==> src/verilog/tcc_pkg.sv <==
// What this block does
// - A match clear from ffff to 0000 with compare ffff also sets overflow.
// - Clearing overflow before the count reaches 0001 has no effect.
// - The one-shot runs in free-run or pin a clear mode, never match mode.
// - With pin a as count clock, capture of pin a into register b is not done.
// - A capture latches at once, its interrupt at the next count clock.
// - A reverse-phase capture of pin a into register a raises no interrupt.
// - In reverse phase a pin b edge raises interrupt a and captures nothing.
// - On the first enable after reset a high pin counts as a rising edge.
// - After a stop and re-enable a high pin is not taken as a rising edge.
// - Pin a samples on every clock as count source, else on count clock.
// - An edge is seen only after the new level is sampled twice in a row.
// - While the timer is stopped both pins are ignored.
package tcc_pkg;

    // operating modes from the two mode bits
    localparam logic [1:0] MODE_STOP = 2'h0;
    localparam logic [1:0] MODE_FREE = 2'h1;
    localparam logic [1:0] MODE_CLR_EDGE = 2'h2;
    localparam logic [1:0] MODE_CLR_MATCH = 2'h3;

    // count clock selection
    localparam logic [1:0] PRESC_DIV1 = 2'h0;
    localparam logic [1:0] PRESC_DIV2 = 2'h1;
    localparam logic [1:0] PRESC_DIV8 = 2'h2;
    localparam logic [1:0] PRESC_PIN = 2'h3;
    localparam logic [2:0] DIV2_LAST = 3'h1;
    localparam logic [2:0] DIV8_LAST = 3'h7;
    localparam logic [2:0] DIV_RESET = 3'h0;

    // valid edge selection codes
    localparam logic [1:0] EDGE_FALL = 2'h0;
    localparam logic [1:0] EDGE_RISE = 2'h1;
    localparam logic [1:0] EDGE_NONE = 2'h2;
    localparam logic [1:0] EDGE_BOTH = 2'h3;

    // counter values
    localparam logic [15:0] COUNT_MAX = 16'hffff;
    localparam logic [15:0] COUNT_ZERO = 16'h0000;
    localparam logic [15:0] COUNT_ONE = 16'h0001;
    localparam logic [15:0] CC_RESET = 16'h0000;

    // one-shot pulse sequencer
    typedef enum logic [1:0] {OS_IDLE, OS_WAIT, OS_ACTIVE} tcc_os_e;

endpackage : tcc_pkg

==> src/verilog/tcc_edge_filter.sv <==
`timescale 1ns/1ps
module tcc_edge_filter (
    input wire logic mclk,
    input wire logic rst_n,
    input wire logic pin,
    input wire logic sample_en,
    input wire logic run,
    output logic rise,
    output logic fall
);
    logic sync1;
    logic sync2;
    logic samp;
    logic lvl;
    logic seen_run;
    logic next_samp;
    logic next_lvl;
    logic next_seen_run;
    logic next_rise;
    logic next_fall;

    // two-flop synchroniser, first stage read only by the second
    always_ff @(posedge mclk or negedge rst_n)
    begin
        if (!rst_n)
        begin
            sync1 <= 1'b0;
            sync2 <= 1'b0;
        end
        else
        begin
            sync1 <= pin;
            sync2 <= sync1;
        end
    end

    // filter: while running, level moves only after two equal samples in a row
    always_comb
    begin
        next_samp = sample_en ? sync2 : samp;
        next_lvl = lvl;
        next_seen_run = seen_run | run;
        next_rise = 1'b0;
        next_fall = 1'b0;
        if (!run)
        begin
            // silent tracking once enabled, so no false edge on restart
            if (seen_run)
                next_lvl = sync2;
        end
        else if (sample_en && (sync2 == samp) && (sync2 != lvl))
        begin
            next_lvl = sync2;
            next_rise = sync2; // level held low until first run
            next_fall = !sync2;
        end
    end

    always_ff @(posedge mclk or negedge rst_n)
    begin
        if (!rst_n)
        begin
            samp <= 1'b0;
            lvl <= 1'b0;
            seen_run <= 1'b0;
            rise <= 1'b0;
            fall <= 1'b0;
        end
        else
        begin
            samp <= next_samp;
            lvl <= next_lvl;
            seen_run <= next_seen_run;
            rise <= next_rise;
            fall <= next_fall;
        end
    end
endmodule : tcc_edge_filter

==> src/verilog/tcc_timer.sv <==
`timescale 1ns/1ps
module tcc_timer (
    input wire logic mclk,
    input wire logic rst_n,
    input wire logic trigger_pin_a,
    input wire logic trigger_pin_b,
    input wire logic op_mode_bit_high,
    input wire logic op_mode_bit_low,
    input wire logic [1:0] prescaler_select,
    input wire logic edge_select_high,
    input wire logic edge_select_low,
    input wire logic [1:0] edge_select_b,
    input wire logic capture_phase_select,
    input wire logic capture_mode_a,
    input wire logic capture_mode_b,
    input wire logic oneshot_en,
    input wire logic cc_a_wr,
    input wire logic [15:0] cc_a_wdata,
    input wire logic cc_b_wr,
    input wire logic [15:0] cc_b_wdata,
    input wire logic overflow_clr,
    output logic [15:0] count_register,
    output logic [15:0] capture_compare_a,
    output logic [15:0] capture_compare_b,
    output logic overflow_flag,
    output logic capture_irq_a,
    output logic capture_irq_b,
    output logic pulse_out
);

    logic [1:0] mode;
    logic [1:0] edge_sel_a;
    logic running;
    logic a_rise;
    logic a_fall;
    logic b_rise;
    logic b_fall;
    logic a_samp_en;
    logic count_tick;
    logic a_valid;
    logic a_rev;
    logic b_valid;
    logic clear_edge;
    logic ovf_event;
    logic cap_a_evt;
    logic cap_b_evt;
    logic set_a;
    logic set_b;
    logic [2:0] div_cnt;
    logic [2:0] next_div_cnt;
    logic [15:0] next_count;
    logic next_ovf;
    logic ovf_hold;
    logic next_ovf_hold;
    logic [15:0] next_cc_a;
    logic [15:0] next_cc_b;
    logic pend_a;
    logic pend_b;
    logic next_pend_a;
    logic next_pend_b;
    logic next_irq_a;
    logic next_irq_b;
    tcc_pkg::tcc_os_e os_state;
    tcc_pkg::tcc_os_e next_os_state;
    logic os_allowed;
    logic next_pulse;

    // true when the selected edge kind has been seen
    function automatic logic edge_valid(input logic [1:0] sel,
                                        input logic rise,
                                        input logic fall);
        logic hit;
        hit = 1'b0;
        case (sel)
            tcc_pkg::EDGE_FALL: hit = fall;
            tcc_pkg::EDGE_RISE: hit = rise;
            tcc_pkg::EDGE_BOTH: hit = rise | fall;
            default: hit = 1'b0;
        endcase
        return hit;
    endfunction : edge_valid

    assign mode = {op_mode_bit_high, op_mode_bit_low};
    assign edge_sel_a = {edge_select_high, edge_select_low};
    assign running = (mode != tcc_pkg::MODE_STOP);

    // pin a samples on every clock when it is the count source
    assign a_samp_en = (prescaler_select == tcc_pkg::PRESC_PIN) ?
                       1'b1 : count_tick;

    tcc_edge_filter u_filt_a (
        .mclk(mclk),
        .rst_n(rst_n),
        .pin(trigger_pin_a),
        .sample_en(a_samp_en),
        .run(running),
        .rise(a_rise),
        .fall(a_fall)
    );

    // pin b serves as capture trigger, or as interrupt a source in reverse phase
    tcc_edge_filter u_filt_b (
        .mclk(mclk),
        .rst_n(rst_n),
        .pin(trigger_pin_b),
        .sample_en(count_tick),
        .run(running),
        .rise(b_rise),
        .fall(b_fall)
    );

    // edge decoding shared by counting, capture and one-shot
    assign a_valid = edge_valid(edge_sel_a, a_rise, a_fall);
    assign a_rev = edge_valid(edge_sel_a, a_fall, a_rise);
    assign b_valid = edge_valid(edge_select_b, b_rise, b_fall);

    // prescaler: count clock as a one-cycle enable
    always_comb
    begin
        next_div_cnt = running ? div_cnt + 3'h1 : tcc_pkg::DIV_RESET;
        case (prescaler_select)
            tcc_pkg::PRESC_DIV1: count_tick = running;
            tcc_pkg::PRESC_DIV2:
                count_tick = running && (div_cnt == tcc_pkg::DIV2_LAST);
            tcc_pkg::PRESC_DIV8:
                count_tick = running && (div_cnt == tcc_pkg::DIV8_LAST);
            // gated so a late pin edge cannot tick a stopped timer
            default: count_tick = running && a_valid;
        endcase
        if (prescaler_select == tcc_pkg::PRESC_DIV2 &&
            div_cnt == tcc_pkg::DIV2_LAST)
            next_div_cnt = tcc_pkg::DIV_RESET;
    end

    always_ff @(posedge mclk or negedge rst_n)
    begin
        if (!rst_n)
            div_cnt <= tcc_pkg::DIV_RESET;
        else
            div_cnt <= next_div_cnt;
    end

    // counter with clear on pin a edge or on match with register a
    assign clear_edge = (mode == tcc_pkg::MODE_CLR_EDGE) && a_valid;
    // a match clear at ffff is the same event as a wrap
    assign ovf_event = count_tick && !clear_edge &&
                       (count_register == tcc_pkg::COUNT_MAX);

    always_comb
    begin
        next_count = count_register;
        if (!running)
            next_count = tcc_pkg::COUNT_ZERO;
        else if (clear_edge)
            next_count = tcc_pkg::COUNT_ZERO;
        else if (count_tick)
        begin
            if (mode == tcc_pkg::MODE_CLR_MATCH &&
                count_register == capture_compare_a)
                next_count = tcc_pkg::COUNT_ZERO;
            else
                next_count = count_register + tcc_pkg::COUNT_ONE;
        end
        // hold stays until the counter has moved off zero
        next_ovf_hold = ovf_event | (ovf_hold & ~count_tick);
        // set wins over clear; clear is void while hold stands
        next_ovf = ovf_event | ovf_hold |
                   (overflow_flag & ~overflow_clr);
    end

    always_ff @(posedge mclk or negedge rst_n)
    begin
        if (!rst_n)
        begin
            count_register <= tcc_pkg::COUNT_ZERO;
            overflow_flag <= 1'b0;
            ovf_hold <= 1'b0;
        end
        else
        begin
            count_register <= next_count;
            overflow_flag <= next_ovf;
            ovf_hold <= next_ovf_hold;
        end
    end

    // capture sources; pin a as count clock makes pin a capture unsafe
    assign cap_a_evt = capture_mode_a &&
        (capture_phase_select ? a_rev : b_valid);
    assign cap_b_evt = capture_mode_b && a_valid &&
        (prescaler_select != tcc_pkg::PRESC_PIN);
    // reverse-phase capture stays silent; pin b edge still interrupts
    assign set_a = (capture_phase_select ? b_valid : cap_a_evt) ||
        (!capture_mode_a && count_tick &&
         count_register == capture_compare_a);
    assign set_b = cap_b_evt || (!capture_mode_b && count_tick &&
        count_register == capture_compare_b);

    // capture latches now, interrupt waits for the next count clock
    always_comb
    begin
        next_cc_a = capture_compare_a;
        next_cc_b = capture_compare_b;
        if (cap_a_evt)
            next_cc_a = count_register;
        else if (cc_a_wr)
            next_cc_a = cc_a_wdata;
        if (cap_b_evt)
            next_cc_b = count_register;
        else if (cc_b_wr)
            next_cc_b = cc_b_wdata;
        next_irq_a = pend_a && count_tick && !set_a;
        next_irq_b = pend_b && count_tick && !set_b;
        next_pend_a = set_a || (pend_a && !count_tick);
        next_pend_b = set_b || (pend_b && !count_tick);
        if (!running)
        begin
            next_pend_a = 1'b0;
            next_pend_b = 1'b0;
        end
    end

    always_ff @(posedge mclk or negedge rst_n)
    begin
        if (!rst_n)
        begin
            capture_compare_a <= tcc_pkg::CC_RESET;
            capture_compare_b <= tcc_pkg::CC_RESET;
            pend_a <= 1'b0;
            pend_b <= 1'b0;
            capture_irq_a <= 1'b0;
            capture_irq_b <= 1'b0;
        end
        else
        begin
            capture_compare_a <= next_cc_a;
            capture_compare_b <= next_cc_b;
            pend_a <= next_pend_a;
            pend_b <= next_pend_b;
            capture_irq_a <= next_irq_a;
            capture_irq_b <= next_irq_b;
        end
    end

    // one-shot: active from match b to match a after a pin a edge;
    // a retrigger while active is ignored, not restarted
    assign os_allowed = oneshot_en && (mode == tcc_pkg::MODE_FREE ||
                        mode == tcc_pkg::MODE_CLR_EDGE);

    always_comb
    begin
        next_os_state = os_state;
        case (os_state)
            tcc_pkg::OS_IDLE:
                if (a_valid)
                    next_os_state = tcc_pkg::OS_WAIT;
            tcc_pkg::OS_WAIT:
                if (count_tick && count_register == capture_compare_b)
                    next_os_state = tcc_pkg::OS_ACTIVE;
            tcc_pkg::OS_ACTIVE:
                if (count_tick && count_register == capture_compare_a)
                    next_os_state = tcc_pkg::OS_IDLE;
            default: next_os_state = tcc_pkg::OS_IDLE;
        endcase
        if (!os_allowed)
            next_os_state = tcc_pkg::OS_IDLE;
        next_pulse = (next_os_state == tcc_pkg::OS_ACTIVE);
    end

    always_ff @(posedge mclk or negedge rst_n)
    begin
        if (!rst_n)
        begin
            os_state <= tcc_pkg::OS_IDLE;
            pulse_out <= 1'b0;
        end
        else
        begin
            os_state <= next_os_state;
            pulse_out <= next_pulse;
        end
    end
endmodule : tcc_timer

==> config.mk <==
export PLATFORM = sky130hd
export DESIGN_NAME = tcc_timer
export DESIGN_NICKNAME = d
export VERILOG_FILES = /design/src/verilog/tcc_pkg.sv /design/src/verilog/tcc_edge_filter.sv /design/src/verilog/tcc_timer.sv
export SDC_FILE = /design/constraint.sdc
export NUM_CORES = 1
export LEC_CHECK = 0
export BUFFER_PORTS_ARGS = -buffer_cell sky130_fd_sc_hd__buf_2
export CAP_MARGIN = 20
export CORE_AREA = 2 2 127 79
export DETAILED_ROUTE_END_ITERATION = 8
export DIE_AREA = 0 0 129 81
export PLACE_DENSITY_LB_ADDON = 0.15
export SYNTH_ARGS = -nofsm -noshare
export SYNTH_HDL_FRONTEND = slang
export SYNTH_SLANG_ARGS = --single-unit
==> constraint.sdc <==
create_clock -name mclk -period 2.25 [get_ports mclk]
set_input_delay 0.1125 -clock mclk [delete_from_list [all_inputs] [get_ports mclk]]
set_output_delay 0.1125 -clock mclk [all_outputs]
set_load 0.01 [all_outputs]
==> metrics.txt <==
outcome=finished clean; antenna violations before repair=0; sequential fraction of design power=0.429; Internal Power=~2.7 mW; highest achievable clock rate=~470 MHz; kind of start point of the critical path=register; minimum setup slack after placement=about 0.20 ns; static leakage=around 2.5 nW; warnings from Yosys=0; post-route worst setup slack=about 0.12 ns; count of standard-cell rows=28; area of the die=roughly 10000 µm²; number of cells produced by synthesis=406; fill cell count=between 800 and 900; maxcap violations=0; detailed-route wire length=11200 µm; commonest cells after routing, fill and taps aside=buf_2 (101), dfrtp_1 (74), nand2_1 (44); number of distinct library cells after synthesis=52; crit path capture type=register; arrival time of the worst setup path=between 2 and 2.5 ns; post-synthesis share of cell area spent on and, or, nand and nor gates=0.163; worst setup path category=register to register; adder-cell share of the synthesized area=0.0337; combined area of all synthesized cells=about 4100 µm²; antenna diode count=0; gr ovfl total=0; total of endpoints with negative setup slack in the final report=0; CP required=2.46 ns; routability congestion estimate=around 0.91; CTS max path bufs=2; Root Buffer Master=clkbuf_16; share of the synthesized area in compound gates (AO/OA/AOI/OAI)=0.126; register bit count reported by yosys=74; dominant combinational cell family by area after synthesis=simple AND/OR/NAND/NOR gates; net switching fraction of the power=0.306; clock-pin slew on the worst setup and hold paths=0.05 ns; TritonCTS Buffers=9; most common cell after layout, fill and taps aside=buf_2; Worst Skew=about 0.0038 ns; core occupancy in the finished layout=0.538; via count=3397; floorplan core area=9490 µm²; portion of the post-synthesis area used by sequential elements=0.453; starting density of the core=0.430; post-route clock period utilization=0.946; HPWL after detailed placement=around 8400 µm; total number of H-tree levels=3; source-to-sink clock delay at the later pin of the worst-skew pair=between 0.3 and 0.4 ns; post-cts repair resize count=0; Area growth syn-to-layout=25.1%; HP Class=primary input to register; detailed-routing iteration count for the pre-antenna-repair pass=4; post-DR wirelength/cell=17.0 µm; clk sinks=74; Detailed Route Iter0 Violations=230; vias per cell=between 5 and 6; maximum net fanout on the critical path=7; shortest period the worst path allows=2.13 ns; sum of internal, switching and leakage power=about 3.8 mW; endpoints failing hold=0; setup repair after global routing missed its margin=false; worst rel slew slack=0.377; xor/xnor share of the synthesized area=0.0729; TritonCTS clock tree=yes; ANT nets after route=0; post-synth net total=about 470; fraction of layout cells with a size suffix above 1=0.312; power share of the clock group=0.337; largest net degree at the start of global routing=75; number of top-level pins=~100; post-CTS repair timing setup buffer count=0; global-route wire length before repair=between 15000 and 20000 µm; Post-layout nets=580; via count of the first global-routing pass=~3200; die boundary height=between 80 and 90 µm; combinational cell fraction of total power=0.234; Worst IR Drop VDD=0.000393 V; final total negative setup slack=0 ns; number of max-slew violations in the final report=0; Overall Global Routing Usage=0.223; number of DRC violations after detailed routing=0; average cell area after synthesis=10.1 µm²; share of synthesized area spent on multiplexers=0.0959; net switching component of the power=~1.2 mW; number of buffers added on ports=102; worst hold slack across all endpoints=approximately 0.058 ns; Worst Tran Pin Value=between 0.9 and 1 ns; die width=~130 µm; total power per unit cell area=roughly 750 nW/µm²
## per-stage QoR
step | cells | instance area [µm²]
6_report | 658 | 5110
5_1_grt | 658 | 5110
4_1_cts | 657 | 5090
3_5_place_dp | 638 | 4800
3_3_place_gp | 638 | 4800
2_1_floorplan | 406 | 4090
## routing by layer
layer | global-route usage | vias up | wire, µm
met5 | 0 | - | 0
li1 | - | 1636 | -
met3 | 0.0758 | 10 | 957
met2 | 0.305 | 130 | 4450
met1 | 0.333 | 1621 | 5660
met4 | 0.0576 | 0 | 136
## synth_stat cells (all sizes together)
cell     instances  area [µm²]
a2111oi          1        8.76
a211o            2        17.5
a21boi           2        18.8
a21o             2        17.5
a21oi           26         149
a221o            2        20.0
a221oi           1        26.3
a22o             4        36.3
a22oi            1        7.51
and2             1        6.26
and3             5        31.3
and3b            2        18.8
buf             20         139
clkbuf          12        45.0
dfrtp           74        1850
ha              11         138
inv             11        41.3
mux2             1        11.3
mux2i           38         380
nand2           44         165
nand2b           4        25.0
nand3           15        75.1
nand3b           6        48.8
nand4            8        50.1
nand4b           1        8.76
nor2            32         123
nor3             4        20.0
nor3b            1        7.51
nor4             8        65.1
nor4b            1        8.76
o2111a           1        11.3
o211ai           1        7.51
o21a             1        7.51
o21ai           21         105
o221ai           1        8.76
o22a             1        8.76
o311ai           4        65.1
or2              1        6.26
or3              1        6.26
xnor2           18         158
xor2            16         140
## worst paths after layout
kind | start | end | slack [ns] | cells after the start
setup / recovery | count_register[1] | count_register[12] | 0.12 | 6
hold / removal | overflow_clr | overflow_flag | 0.06 | 3
setup reg to reg | count_register[1] | count_register[12] | 0.12 | 6
hold reg to reg | u_filt_a.sync1 | u_filt_a.sync2 | 0.35 | 0
max in group asynchronous | rst_n | ovf_hold | 1.18 | 2
min in group asynchronous | rst_n | u_filt_a.sync1 | 0.46 | 2
## cell type report
type,instances,area (µm²),area share
Tap cell,135,169,0.0331
Inverter,11,41.3,0.00808
Clock inverter,3,15.0,0.00294
Clock buffer,13,250,0.0490
Multi-Input combinational cell,290,2020,0.396
Sequential cell,74,1850,0.362
Timing Repair Buffer,132,758,0.148
## worst max-delay path, cell delays in order, from the launching register on
cell and delay [ns]:
dfrtp_1 0.41, xnor2_1 0.24, nand4_1 0.17, nor4_4 0.49, a221oi_4 0.17, buf_4 0.20
a221o_1 0.32
## power groups by stage
stage	clock network (mW)	registers (mW)	logic, mW
after detailed placement	0	1.66	0.882
after floorplan	0	1.67	0.505
after CTS	1.32	1.64	0.893
final	1.29	1.64	0.896
after global routing	1.38	1.67	0.992
after global placement	0	1.66	0.871
## sequential cells by signal, summed over array words and instances, names as in the netlist, 2 cells and up
register	count
os_state	2
div_cnt	3
capture_compare_a	16
capture_compare_b	16
count_register	16
## cells by family (layout without fill, tap and decap cells)
group | Yosys count | after routing
buffers and inverters | 43 | 159
adder cells (fa/ha/maj) | 11 | 11
multiplexers | 39 | 39
AO/OA/AOI/OAI | 71 | 72
XOR/XNOR | 34 | 34
AND/OR/NAND/NOR | 134 | 134
flip-flops | 74 | 74
## what timing repair did
action                                  4_1_cts  5_1_grt
endpoints found under the hold margin        76        0
endpoints found under the setup margin        0        3
hold buffers                                  3        0
No activity file was read; power rests on OpenSTA's default activity.
